$ cat src/hdl/scr_pkg.sv
package scr_pkg;

  // Rates and derived cycle counts
  localparam int unsigned CLK_HZ = 250_000_000;
  localparam int unsigned BRIDGE_SAMPLE_HZ = 200_000;
  localparam int unsigned TEMP_SAMPLE_HZ = 50_000;
  localparam int unsigned SW_FILTER_HZ = 4_000;
  localparam int unsigned BRIDGE_TICK_CYCLES = CLK_HZ / BRIDGE_SAMPLE_HZ;
  localparam int unsigned TEMP_ROTATION = BRIDGE_SAMPLE_HZ / TEMP_SAMPLE_HZ;
  localparam int unsigned SW_TICK_CYCLES = CLK_HZ / SW_FILTER_HZ;
  localparam int unsigned SETTLE_TICKS = 4_000;

  // Data widths
  localparam int ADC_W = 14;
  localparam int FRAC_W = 12;
  localparam int FILT_W = ADC_W + FRAC_W;
  localparam int COEF_W = 12;

  // Converter code points
  localparam logic [13:0] ADC_SE_MIN = 14'h0000;
  localparam logic [13:0] ADC_SE_MAX = 14'h3FFF;
  localparam logic [13:0] ADC_DIFF_ZERO = 14'h2000;

  // System register space
  localparam logic [7:0] SYSTEM_REGISTER_SPACE_BRIDGE_S3 = 8'h90;
  localparam logic [7:0] SYSTEM_REGISTER_SPACE_DIE_TEMP = 8'h91;
  localparam logic [7:0] SYSTEM_REGISTER_SPACE_RTD = 8'h92;
  localparam logic [7:0] SYSTEM_REGISTER_SPACE_REFRES = 8'h93;
  localparam logic [7:0] SYSTEM_REGISTER_SPACE_BRIDGE_S1 = 8'h94;
  localparam logic [7:0] SYSTEM_REGISTER_SPACE_SELF_CHECK = 8'h95;

  // Converter channel codes
  localparam logic [2:0] CH_BRIDGE_S3 = 3'h0;
  localparam logic [2:0] CH_BRIDGE_S1 = 3'h1;
  localparam logic [2:0] CH_DIE_TEMP = 3'h2;
  localparam logic [2:0] CH_RTD = 3'h3;
  localparam logic [2:0] CH_REFRES = 3'h4;
  localparam logic [2:0] CH_SELF_CHECK = 3'h5;

  // Filter select codes
  localparam logic [2:0] LPF_HW = 3'h0;
  localparam logic [2:0] LPF_100 = 3'h1;
  localparam logic [2:0] LPF_40 = 3'h2;
  localparam logic [2:0] LPF_2 = 3'h3;
  localparam logic [2:0] LPF_1 = 3'h4;
  localparam logic [2:0] LPF_0P3 = 3'h5;

  // Filter coefficient shifts
  localparam logic [3:0] SH_HW = 4'h6;
  localparam logic [3:0] SH_100 = 4'h2;
  localparam logic [3:0] SH_40 = 4'h3;
  localparam logic [3:0] SH_2 = 4'h8;
  localparam logic [3:0] SH_1 = 4'h9;
  localparam logic [3:0] SH_0P3 = 4'hB;

  // Die temperature scaling
  localparam logic [12:0] SCALE_MULT = 13'h0FFF;
  localparam logic [11:0] TEMP_OUT_MAX = 12'hFFF;
  localparam int OFFSET_ALIGN = 11;
  localparam int NORM_SHIFT = 23;
  localparam int FRAME9_SHIFT = 3;

  typedef enum logic [1:0] {SEQ_IDLE, SEQ_START, SEQ_WAIT} scr_seq_e;

endpackage

$ cat src/hdl/scr_readout.sv
`timescale 1ns/10ps
`default_nettype none

module scr_lp_stage
  import scr_pkg::*;
#(
  parameter int W = FILT_W
)
(
  input wire logic clk,
  input wire logic rst_n,
  input wire logic en,
  input wire logic [W-1:0] x,
  input wire logic [3:0] shift,
  output logic [W-1:0] y
);
  logic signed [W:0] diff;
  logic signed [W:0] step;
  logic signed [W+1:0] sum;

  assign diff = $signed({1'b0, x}) - $signed({1'b0, y});
  assign step = diff >>> shift;
  assign sum = $signed({2'b00, y}) + step;

  always_ff @(posedge clk)
  begin
    if (!rst_n)
      y <= '0;
    else if (en)
      y <= sum[W-1:0];
  end
endmodule

module scr_readout
  import scr_pkg::*;
#(
  parameter int unsigned SW_TICK_CYC = SW_TICK_CYCLES,
  parameter int unsigned SETTLE_TICKS_P = SETTLE_TICKS
)
(
  input wire logic clk,
  input wire logic rst_n,
  input wire logic temp_sel,
  input wire logic [2:0] bridge_filter_select,
  input wire logic [2:0] temp_filter_select,
  input wire logic [COEF_W-1:0] die_temp_offset_coeff,
  input wire logic [COEF_W-1:0] die_temp_slope_coeff,
  input wire logic die_temp_frame_12bit,
  input wire logic [2:0] rtd_sink_current_code,
  input wire logic [2:0] refres_first_gain_code,
  input wire logic [1:0] refres_second_gain_code,
  input wire logic [2:0] rtd_first_gain_code,
  input wire logic [1:0] rtd_second_gain_code,
  output logic adc_start,
  output logic [2:0] adc_channel,
  output logic adc_diff_mode,
  input wire logic adc_done,
  input wire logic [ADC_W-1:0] adc_data,
  input wire logic rd_req,
  input wire logic [7:0] rd_addr,
  output logic rd_valid,
  output logic [15:0] rd_data,
  output logic rd_err,
  input wire logic corr_req,
  output logic corr_valid,
  output logic [ADC_W-1:0] corr_bridge,
  output logic [ADC_W-1:0] corr_temp,
  output logic temp_frame_valid,
  output logic [11:0] temp_frame_data,
  input wire logic temp_frame_ready,
  output logic rtd_sink_enable,
  output logic [3:0] rtd_sink_tenths_ma,
  output logic [7:0] refres_gain_q,
  output logic [7:0] rtd_gain_q,
  output logic sw_filter_active
);
  localparam logic [10:0] BRIDGE_TICK_LAST = 11'(BRIDGE_TICK_CYCLES - 1);
  localparam logic [23:0] SW_TICK_LAST = 24'(SW_TICK_CYC - 1);
  localparam logic [15:0] SETTLE_LOAD = 16'(SETTLE_TICKS_P);
  localparam logic [1:0] ROT_LAST = 2'(TEMP_ROTATION - 1);

  // Gain codes in quarter V/V: stage values doubled, product doubled twice
  function automatic logic [7:0] g1x2(input logic [2:0] c);
    unique case (c)
      3'h0: g1x2 = 8'h02;
      3'h1: g1x2 = 8'h03;
      3'h2: g1x2 = 8'h04;
      3'h3: g1x2 = 8'h06;
      3'h4: g1x2 = 8'h08;
      3'h5: g1x2 = 8'h0C;
      3'h6: g1x2 = 8'h10;
      3'h7: g1x2 = 8'h18;
    endcase
  endfunction

  function automatic logic [7:0] g2x2(input logic [1:0] c);
    unique case (c)
      2'h0: g2x2 = 8'h02;
      2'h1: g2x2 = 8'h03;
      2'h2: g2x2 = 8'h04;
      2'h3: g2x2 = 8'h06;
    endcase
  endfunction

  function automatic logic [3:0] sw_shift(input logic [2:0] sel);
    case (sel)
      LPF_40: sw_shift = SH_40;
      LPF_2: sw_shift = SH_2;
      LPF_1: sw_shift = SH_1;
      LPF_0P3: sw_shift = SH_0P3;
      default: sw_shift = SH_100;
    endcase
  endfunction

  // Sequencer
  scr_seq_e seq_state;
  logic [10:0] tick_cnt;
  logic [1:0] slot;
  logic [1:0] rot;
  logic tick_pend;
  logic [2:0] cur_ch;
  wire bridge_tick = (tick_cnt == BRIDGE_TICK_LAST);
  wire take = (seq_state == SEQ_WAIT) && adc_done;
  wire [2:0] rot_ch = (rot == 2'h0) ? CH_DIE_TEMP :
                      (rot == 2'h1) ? CH_RTD :
                      (rot == 2'h2) ? CH_REFRES : CH_SELF_CHECK;
  wire [2:0] slot_ch = (slot == 2'h0) ? CH_BRIDGE_S3 :
                       (slot == 2'h1) ? CH_BRIDGE_S1 : rot_ch;

  always_ff @(posedge clk)
  begin
    if (!rst_n)
      tick_cnt <= '0;
    else
      tick_cnt <= bridge_tick ? 11'h000 : tick_cnt + 11'h001;
  end

  // Two bridge slots every tick, temperatures rotate once per four ticks
  always_ff @(posedge clk)
  begin
    if (!rst_n)
    begin
      seq_state <= SEQ_IDLE;
      slot <= 2'h0;
      rot <= 2'h0;
      tick_pend <= 1'b0;
      cur_ch <= CH_BRIDGE_S3;
    end
    else
    begin
      unique case (seq_state)
        SEQ_IDLE:
        begin
          tick_pend <= 1'b0;
          if (bridge_tick || tick_pend)
          begin
            slot <= 2'h0;
            seq_state <= SEQ_START;
          end
        end
        SEQ_START:
        begin
          tick_pend <= tick_pend | bridge_tick;
          cur_ch <= slot_ch;
          seq_state <= SEQ_WAIT;
        end
        SEQ_WAIT:
        begin
          tick_pend <= tick_pend | bridge_tick;
          if (adc_done)
          begin
            if (slot == 2'h2)
            begin
              rot <= (rot == ROT_LAST) ? 2'h0 : rot + 2'h1;
              seq_state <= SEQ_IDLE;
            end
            else
            begin
              slot <= slot + 2'h1;
              seq_state <= SEQ_START;
            end
          end
        end
      endcase
    end
  end

  always_ff @(posedge clk)
  begin
    if (!rst_n)
    begin
      adc_start <= 1'b0;
      adc_channel <= CH_BRIDGE_S3;
      adc_diff_mode <= 1'b0;
    end
    else
    begin
      adc_start <= (seq_state == SEQ_START);
      if (seq_state == SEQ_START)
      begin
        adc_channel <= slot_ch;
        adc_diff_mode <= (slot_ch == CH_BRIDGE_S1);
      end
    end
  end

  // Raw result registers, stored as converted, no correction
  logic [ADC_W-1:0] bridge_stage3_raw_result;
  logic [ADC_W-1:0] bridge_stage1_diff_result;
  logic [ADC_W-1:0] die_temperature_raw_result;
  logic [ADC_W-1:0] rtd_raw_result;
  logic [ADC_W-1:0] refres_raw_result;
  logic [ADC_W-1:0] self_check_raw_result;
  logic [3:0] sample_stb;

  always_ff @(posedge clk)
  begin
    if (!rst_n)
    begin
      bridge_stage3_raw_result <= ADC_SE_MIN;
      bridge_stage1_diff_result <= ADC_DIFF_ZERO;
      die_temperature_raw_result <= ADC_SE_MIN;
      rtd_raw_result <= ADC_SE_MIN;
      refres_raw_result <= ADC_SE_MIN;
      self_check_raw_result <= ADC_SE_MIN;
      sample_stb <= 4'h0;
    end
    else
    begin
      if (take && cur_ch == CH_BRIDGE_S3)
        bridge_stage3_raw_result <= adc_data;
      if (take && cur_ch == CH_BRIDGE_S1)
        bridge_stage1_diff_result <= adc_data;
      if (take && cur_ch == CH_DIE_TEMP)
        die_temperature_raw_result <= adc_data;
      if (take && cur_ch == CH_RTD)
        rtd_raw_result <= adc_data;
      if (take && cur_ch == CH_REFRES)
        refres_raw_result <= adc_data;
      if (take && cur_ch == CH_SELF_CHECK)
        self_check_raw_result <= adc_data;
      sample_stb <= {take && cur_ch == CH_REFRES, take && cur_ch == CH_RTD,
                     take && cur_ch == CH_DIE_TEMP, take && cur_ch == CH_BRIDGE_S3};
    end
  end

  // 4 kHz software filter rate and settling after reset or reselection
  logic [23:0] sw_cnt;
  logic [15:0] settle_cnt;
  logic [2:0] bsel_q;
  logic [2:0] tsel_q;
  wire sw_tick = (sw_cnt == SW_TICK_LAST);
  wire sel_change = (bsel_q != bridge_filter_select) || (tsel_q != temp_filter_select);
  // Codes 0, 6 and 7 leave a channel on its hardware filter
  wire sw_sel = (bsel_q >= LPF_100 && bsel_q <= LPF_0P3) ||
                (tsel_q >= LPF_100 && tsel_q <= LPF_0P3);

  always_ff @(posedge clk)
  begin
    if (!rst_n)
    begin
      sw_cnt <= '0;
      settle_cnt <= SETTLE_LOAD;
      bsel_q <= LPF_HW;
      tsel_q <= LPF_HW;
      sw_filter_active <= 1'b0;
    end
    else
    begin
      sw_cnt <= sw_tick ? 24'h000000 : sw_cnt + 24'h000001;
      bsel_q <= bridge_filter_select;
      tsel_q <= temp_filter_select;
      if (sel_change)
        settle_cnt <= SETTLE_LOAD;
      else if (sw_tick && settle_cnt != 16'h0000)
        settle_cnt <= settle_cnt - 16'h0001;
      sw_filter_active <= (settle_cnt == 16'h0000) && !sel_change && sw_sel;
    end
  end

  // Channel 0 bridge, 1 die, 2 RTD, 3 reference resistor
  logic [3:0][ADC_W-1:0] ch_raw;
  logic [3:0][4:0][FILT_W-1:0] stg_y;
  logic [3:0][ADC_W-1:0] ch_filt;

  assign ch_raw = {refres_raw_result, rtd_raw_result,
                   die_temperature_raw_result, bridge_stage3_raw_result};

  for (genvar i = 0; i < 4; i++)
  begin : g_chan
    wire [2:0] sel = (i == 0) ? bsel_q : tsel_q;
    wire fourth = (sel == LPF_100) || (sel == LPF_40);
    wire first = (sel == LPF_2) || (sel == LPF_1) || (sel == LPF_0P3);
    wire [3:0] shs = sw_shift(sel);
    wire [FILT_W-1:0] chosen = !sw_filter_active ? stg_y[i][0] :
                                fourth ? stg_y[i][4] :
                                first ? stg_y[i][1] : stg_y[i][0];

    // Hardware filter at the channel's own sample rate
    scr_lp_stage #(.W(FILT_W)) u_hw (
      .clk(clk),
      .rst_n(rst_n),
      .en(sample_stb[i]),
      .x({ch_raw[i], {FRAC_W{1'b0}}}),
      .shift(SH_HW),
      .y(stg_y[i][0])
    );

    // Software cascade; fourth order approximated by four equal poles
    for (genvar j = 1; j < 5; j++)
    begin : g_sw
      scr_lp_stage #(.W(FILT_W)) u_sw (
        .clk(clk),
        .rst_n(rst_n),
        .en(sw_tick),
        .x(stg_y[i][j-1]),
        .shift(shs),
        .y(stg_y[i][j])
      );
    end

    assign ch_filt[i] = chosen[FILT_W-1 -: ADC_W];
  end

  // Bridge request for the correction engine
  always_ff @(posedge clk)
  begin
    if (!rst_n)
    begin
      corr_valid <= 1'b0;
      corr_bridge <= ADC_SE_MIN;
      corr_temp <= ADC_SE_MIN;
    end
    else
    begin
      corr_valid <= corr_req;
      if (corr_req)
      begin
        corr_bridge <= ch_filt[0];
        corr_temp <= temp_sel ? ch_filt[2] : ch_filt[1];
      end
    end
  end

  // Die temperature scaling: (off*2^11 + slope*filtered die) / 2^23, times 4095
  wire signed [COEF_W-1:0] off_s = $signed(die_temp_offset_coeff);
  wire signed [COEF_W-1:0] slope_s = $signed(die_temp_slope_coeff);
  wire signed [28:0] norm_sum = 29'($signed({off_s, {OFFSET_ALIGN{1'b0}}}))
                              + 29'(slope_s * $signed({1'b0, ch_filt[1]}));
  wire signed [41:0] scaled = 42'(norm_sum * $signed(SCALE_MULT));
  wire signed [18:0] temp_int = 19'(scaled >>> NORM_SHIFT);
  wire [11:0] temp_sat = temp_int < 0 ? 12'h000 :
                         temp_int > $signed({7'h00, TEMP_OUT_MAX}) ? TEMP_OUT_MAX :
                         temp_int[11:0];
  wire [11:0] frame_word = die_temp_frame_12bit ? temp_sat
                         : 12'(temp_sat >> FRAME9_SHIFT);

  // Two-entry frame buffer; a full buffer holds the scaler back
  logic scale_pend;
  logic tail_valid;
  logic [11:0] tail_data;
  wire push = scale_pend && !tail_valid;
  wire pop = temp_frame_valid && temp_frame_ready;

  always_ff @(posedge clk)
  begin
    if (!rst_n)
      scale_pend <= 1'b0;
    else
      scale_pend <= sample_stb[1] | (scale_pend & ~push);
  end

  always_ff @(posedge clk)
  begin
    if (!rst_n)
    begin
      temp_frame_valid <= 1'b0;
      temp_frame_data <= 12'h000;
      tail_valid <= 1'b0;
      tail_data <= 12'h000;
    end
    else if (!temp_frame_valid || pop)
    begin
      temp_frame_valid <= tail_valid || push;
      temp_frame_data <= tail_valid ? tail_data : frame_word;
      tail_valid <= 1'b0;
    end
    else if (push)
    begin
      tail_valid <= 1'b1;
      tail_data <= frame_word;
    end
  end

  // Diagnostic read of raw results
  wire hit_s3 = (rd_addr == SYSTEM_REGISTER_SPACE_BRIDGE_S3);
  wire hit_die = (rd_addr == SYSTEM_REGISTER_SPACE_DIE_TEMP);
  wire hit_rtd = (rd_addr == SYSTEM_REGISTER_SPACE_RTD);
  wire hit_ref = (rd_addr == SYSTEM_REGISTER_SPACE_REFRES);
  wire hit_s1 = (rd_addr == SYSTEM_REGISTER_SPACE_BRIDGE_S1);
  wire hit_self = (rd_addr == SYSTEM_REGISTER_SPACE_SELF_CHECK);
  wire rd_hit = hit_s3 | hit_die | hit_rtd | hit_ref | hit_s1 | hit_self;
  wire [ADC_W-1:0] rd_sel = hit_s3 ? bridge_stage3_raw_result :
                            hit_die ? die_temperature_raw_result :
                            hit_rtd ? rtd_raw_result :
                            hit_ref ? refres_raw_result :
                            hit_s1 ? bridge_stage1_diff_result :
                            hit_self ? self_check_raw_result : ADC_SE_MIN;

  always_ff @(posedge clk)
  begin
    if (!rst_n)
    begin
      rd_valid <= 1'b0;
      rd_err <= 1'b0;
      rd_data <= 16'h0000;
    end
    else
    begin
      rd_valid <= rd_req;
      rd_err <= rd_req && !rd_hit;
      if (rd_req)
        rd_data <= {2'b00, rd_sel};
    end
  end

  // RTD front-end configuration
  wire [15:0] ref_prod = 16'(g1x2(refres_first_gain_code) * g2x2(refres_second_gain_code));
  wire [15:0] rtd_prod = 16'(g1x2(rtd_first_gain_code) * g2x2(rtd_second_gain_code));
  wire [3:0] sink_tenths = !rtd_sink_current_code[2] ? 4'h0 :
                           (rtd_sink_current_code[1:0] == 2'h0) ? 4'h1 :
                           (rtd_sink_current_code[1:0] == 2'h1) ? 4'h2 :
                           (rtd_sink_current_code[1:0] == 2'h2) ? 4'h5 : 4'hA;

  always_ff @(posedge clk)
  begin
    if (!rst_n)
    begin
      rtd_sink_enable <= 1'b0;
      rtd_sink_tenths_ma <= 4'h0;
      refres_gain_q <= 8'h00;
      rtd_gain_q <= 8'h00;
    end
    else
    begin
      rtd_sink_enable <= rtd_sink_current_code[2];
      rtd_sink_tenths_ma <= sink_tenths;
      refres_gain_q <= ref_prod[7:0];
      rtd_gain_q <= rtd_prod[7:0];
    end
  end

endmodule

`default_nettype wire

$ cat config.mk
export PLATFORM = sky130hd
export DESIGN_NAME = scr_readout
export DESIGN_NICKNAME = d
export VERILOG_FILES = /design/src/hdl/scr_pkg.sv /design/src/hdl/scr_readout.sv
export SDC_FILE = /design/constraint.sdc
export NUM_CORES = 2
export LEC_CHECK = 0
export BUFFER_PORTS_ARGS = -buffer_cell sky130_fd_sc_hd__buf_2
export CAP_MARGIN = 5
export CORE_ASPECT_RATIO = 1.75
export CORE_UTILIZATION = 50
export DETAILED_ROUTE_END_ITERATION = 10
export GPL_ROUTABILITY_DRIVEN = 0
export GPL_TIMING_DRIVEN = 0
export PLACE_DENSITY_LB_ADDON = 0.12
export SLEW_MARGIN = 30
export SYNTH_ARGS = -nofsm -noshare
export SYNTH_HDL_FRONTEND = slang
export SYNTH_SLANG_ARGS = --single-unit
$ cat constraint.sdc
create_clock -name clk -period 16.1 [get_ports clk]
set_input_delay 2.415 -clock clk [delete_from_list [all_inputs] [get_ports clk]]
set_output_delay 2.415 -clock clk [all_outputs]
set_load 0.01 [all_outputs]
==> results of run 1 <==
stage by stage:
step	std cells	hold WS (ns)	worst slack, ns	instance area [sq um]	TNS (ns)
floorplan	10710	0.4299	2.926	80320	0
global placement	12920	0.4406	-0.3302	83660	-0.5965
detailed placement	12950	0.4481	-0.4645	84490	-3.455
CTS	13090	0.4574	0.04153	87240	0
Yosys cell counts (all sizes together) (157+ instances only):
cell type and count:
inv 1036, nand2 1357, mux2i 261, clkbuf 377, dfxtp 640, nand3 157
xor2 255, nor2 895, a21o 296, fa 369, a21oi 1109, xnor2 468
o21ai 576, ha 954
per-layer routing:
layer,GRT overflow,track usage [%]
met2,26,74.98
met4,28,54.59
met1,0,45.26
met5,0,3.965
met3,1,23.87
logic make-up after synthesis:
logic type | after synthesis
XOR/XNOR | 723
buffers and inverters | 1456
multiplexers | 298
adder cells (fa/ha/maj) | 1324
AO/OA/AOI/OAI | 3058
flip-flops | 640
AND/OR/NAND/NOR | 3206
other | 1
==> run_results.csv, run 1 <==
group,metric,value,unit
run_status,outcome,"stopped before the end",
run_status,failed_stage,"global routing (5_1_grt)",
run_status,error_line,"[ERROR GRT-0116] Global routing finished with congestion. Check the congestion regions in the DRC Viewer.",
grt,grt_max_degree,17,
floorplanning,pin_count,160,
logic_synthesis,synth_top_family_by_area,"adder cells",
logic_synthesis,yosysTopAreaCellShare,15.95,%
grt,track_usage,49.16,%
floorplanning,std_cell_rows,194,
logic_synthesis,syn_area_per_cell,7.502,sq um
floorplanning,start_util,50.36,%
logic_synthesis,synth.distinct_cells,97,
logic_synthesis,synth-warning-count,0,
logic_synthesis,synth-simple-area-share,17.67,%
floorplanning,die_w,305.0,microns
place,numPortBuffers,152,
grt,grt_pass1_vias,86960,
logic_synthesis,synth-compound-area-share,23.73,%
logic_synthesis,async_flop_share,0,%
clock_tree,clockBufferDepth,3,
logic_synthesis,synth_mux_area_share,3.856,%
logic_synthesis,yosysTopAreaCell,"dfxtp_1",
logic_synthesis,syn_inst,10710,
logic_synthesis,synth-xor-area-share,7.884,%
clock_tree,cts-root-buf,"clkbuf_16",
logic_synthesis,synth_seq_area_share,15.95,%
clock_tree,hold_buffers,0,
logic_synthesis,ys_ff_latch,640,
logic_synthesis,synth.area.top_cells,"dfxtp_1 16%, ha_1 15%, fa_1 9.2%, a21oi_1 6.9%, nand2_1 6.3%",
clock_tree,htree_levels,3,
clock_tree,postCtsSetupBuffers,0,
logic_synthesis,synth_edf_count,0,
logic_synthesis,synth_fa_ha_area_share,24.07,%
clock_tree,cts_buffers,76,
clock_tree,cts.sinks,640,
clock_tree,cts_resized,7,
grt,gr-total-overflow,55,
logic_synthesis,synth_area,80320,sq um
grt,grt_first_pass_wirelength,587800,microns
logic_synthesis,ys.flop_type,"dfxtp_1",
floorplanning,die_h,532.2,microns
place,hpwl,295200,microns
==> run 2, diff against run 1 <==
--- a/config.mk
+++ b/config.mk
@@ -7,12 +7,11 @@
 export LEC_CHECK = 0
 export BUFFER_PORTS_ARGS = -buffer_cell sky130_fd_sc_hd__buf_2
 export CAP_MARGIN = 5
-export CORE_ASPECT_RATIO = 1.75
-export CORE_UTILIZATION = 50
+export CORE_UTILIZATION = 35
 export DETAILED_ROUTE_END_ITERATION = 10
 export GPL_ROUTABILITY_DRIVEN = 0
 export GPL_TIMING_DRIVEN = 0
-export PLACE_DENSITY_LB_ADDON = 0.12
+export PLACE_DENSITY_LB_ADDON = 0.15
 export SLEW_MARGIN = 30
 export SYNTH_ARGS = -nofsm -noshare
 export SYNTH_HDL_FRONTEND = slang
==> run 2 against run 1 <==
  * The run now ends clean
  * Synthesized cell count unchanged
  * Area after synthesis unchanged
==> run_results.csv, run 2 <==
group,metric,value,unit
logic_synthesis,synth-warning-count,0,
timing,slew_viol_final,0,
pwr,p_sw,10290,uW
cells_and_area,final_cell_mix,"1355 x nand2_1, 1105 x a21oi_1, 1033 x inv_1, 954 x ha_1, 891 x nor2_1",
clock_tree,cts-root-buf,"clkbuf_16",
pwr,power_frac_clock,11.4,%
logic_synthesis,async_flop_share,0,%
clock_tree,hold_buffers,0,
detailed_routing,routed_wl,354400,microns
grt,antenna_found_initial,38,
detailed_routing,drcViolationCount,0,
logic_synthesis,synth.distinct_cells,97,
floorplanning,start_util,35.27,%
cells_and_area,fin_cells,14080,
setup_path,setup.worst_path.start_class,"flop",
clock_tree,clockBufferDepth,3,
run_status,outcome,"finished clean",
setup_path,r2r_slack,0.70,ns
timing,fmax,64.92,MHz
setup_path,path_max_fanout,10,
clock_tree,clock_latency,0.76,ns
pwr,intPower,8732,uW
pwr,p_leak,0.04013,uW
floorplanning,die-area,231400,sq um
place,placed_area,85470,sq um
clock_tree,cts_buffers,88,
setup_path,cp_common_cell,"fa_1",
grt,grt_pass1_vias,78160,
logic_synthesis,synth.area.top_cells,"dfxtp_1 16%, ha_1 15%, fa_1 9.2%, a21oi_1 6.9%, nand2_1 6.3%",
grt,gr-total-overflow,0,
logic_synthesis,yosysTopAreaCellShare,15.95,%
timing,finalHoldViolations,0,
logic_synthesis,ys.flop_type,"dfxtp_1",
timing,finalClockSkew,0.05860,ns
clock_tree,cts_tree,"built",
setup_path,critPathRequiredTime,16.75,ns
timing,worst_slew_pin_slew,1.176,ns
place,place_inst,13890,
detailed_routing,drtIter0Drc,8697,
detailed_routing,drtPass1Iterations,10,
clock_tree,htree_levels,3,
place,hpwl,286100,microns
pwr,power_frac_seq,8.6,%
timing,rsz0062_at_grt,"no",
timing,setup_violations,0,
logic_synthesis,synth_area,80320,sq um
cells_and_area,final_util,39.04,%
cells_and_area,fin_area,88890,sq um
floorplanning,std_cell_rows,175,
setup_path,cpMaxStageDelayCell,"nor2_1",
grt,grt_first_pass_wirelength,512600,microns
setup_path,critical-path-max-stage-delay,0.83,ns
setup_path,end_kind,"flop",
timing,relSlewSlack,20.75,%
pwr,ir_drop,0.002418,V
cells_and_area,largestRegisters,"g_chan.g_sw.u_sw.y: 312 flops, g_chan.u_hw.y: 78 flops, sw_cnt: 24 flops",
grt,track_usage,29.74,%
logic_synthesis,synth_seq_area_share,15.95,%
setup_path,crit_arrival,16.06,ns
grt,grt_max_degree,17,
pwr,powerDensity,214.0,nW/um^2
hold_path,hold_path_class,"reg -> reg",
run,maxCapViolations,0,
cells_and_area,regMostFlops,"g_chan.g_sw.u_sw.y",
floorplanning,core,227700,sq um
timing,min_period,15.40,ns
logic_synthesis,ys_ff_latch,640,
clock_tree,clkTransAtPathRegs,0.06,ns
logic_synthesis,syn_inst,10710,
setup_path,crit_type,"reg -> reg",
floorplanning,pin_count,160,
logic_synthesis,syn_area_per_cell,7.502,sq um
detailed_routing,drtAntennaViolNets,0,
timing,post-route-period-util,95.68,%
place,numPortBuffers,152,
pwr,sw_frac_of_total,54.10,%
cells_and_area,fin_nets,12370,
cells_and_area,drive_above_1_share,5.249,%
detailed_routing,via_per_inst,5.812,
logic_synthesis,yosysTopAreaCell,"dfxtp_1",
logic_synthesis,synth_edf_count,0,
cells_and_area,fill_cells,23750,
logic_synthesis,synth_most_common_cell,"nand2_1",
timing,fin_setup_tns,0,ns
logic_synthesis,synthTopCellsByCount,"1357 x nand2_1, 1107 x a21oi_1, 1034 x inv_1",
cells_and_area,mostFrequentLayoutCell,"nand2_1",
cells_and_area,largest_reg_flops,312,
floorplanning,die_w,481.0,microns
cells_and_area,area_growth,10.68,%
clock_tree,cts.sinks,640,
detailed_routing,wl_per_cell,25.17,microns
detailed_routing,vias,81820,
timing,hold_slack,0.4562,ns
floorplanning,die_h,481.0,microns
pwr,combPwrFrac,80.0,%
[run 2: cell counts after synthesis]
Identical to the previous run, type by type.
[run 2: critical path, delay by kind of cell, from the launching register on]
family / cells / cell delay [ns]
multiplexers: 1 / 0.13
AO/OA/AOI/OAI: 11 / 3.09
flip-flops: 1 / 0.54
buffers and inverters: 8 / 1.34
XOR/XNOR: 3 / 0.97
adder cells (fa/ha/maj): 12 / 5.89
AND/OR/NAND/NOR: 11 / 3.35
[run 2: final cells by class]
type	instances	area, sq um	share of cell area [%]
antenna	19	47.55	0.05349
multi-input combinational	8611	62190	69.96
inverter	1039	3908	4.396
timing repair buffer	184	1324	1.489
clock inverter	38	646.9	0.7277
clock buffer	123	2494	2.805
buffer	414	1710	1.924
sequential	640	12810	14.41
tap	3009	3765	4.235
[run 2: power by group through the flow]
stage	clock (uW)	combinational, uW	sequential, uW
after floorplan	0	11300	1670
after global placement	0	15000	1670
after detailed placement	0	15100	1670
after CTS	2210	15200	1630
after global routing	2270	17000	1630
final	2180	15200	1630
[run 2: stage by stage]
step | power, uW | setup slack, ns
2_1_floorplan | 13000 | 2.926
3_3_place_gp | 16680 | -0.8370
3_5_place_dp | 16720 | -0.5923
4_1_cts | 19060 | 0.03722
5_1_grt | 20920 | 0.06468
6_report | 19020 | 0.6957
[run 2: final timing paths]
kind	cells after the start	to	start
worst max-delay path	46	temp_frame_data[3]	g_chan[1].sel[1]
worst min-delay path	2	bridge_stage1_diff_result[8]	bridge_stage1_diff_result[8]
worst max register to register	46	temp_frame_data[3]	g_chan[1].sel[1]
worst min register to register	2	bridge_stage1_diff_result[8]	bridge_stage1_diff_result[8]
[run 2: timing repair]
item,CTS,global route
pin swaps,0,1
setup buffers,0,7
resized for setup,11,28
setup endpoints to repair,24,24
cloned,0,0
[run 2: logic make-up (layout without fill, tap and decap cells)]
logic type               count (synthesis)  in the layout  synth area share (%)
multiplexers                           298            298                 3.856
AO/OA/AOI/OAI                         3058           3058                 23.73
XOR/XNOR                               723            723                 7.884
flip-flops                             640            640                 15.95
buffers and inverters                 1456           1798                 6.825
other                                    1             21              0.004669
adder cells (fa/ha/maj)               1324           1324                 24.07
AND/OR/NAND/NOR                       3206           3206                 17.67
[run 2: routing by layer]
metal  track usage (%)  vias to the layer above  share of wire, %
li1                  -                    37780                 -
met1             36.70                    39030                40
met2             47.08                     3914                44
met3             6.936                     1061               9.5
met4             17.50                       32               6.7
met5                 0                        -             0.060
No activity file was read; power rests on OpenSTA's default activity.
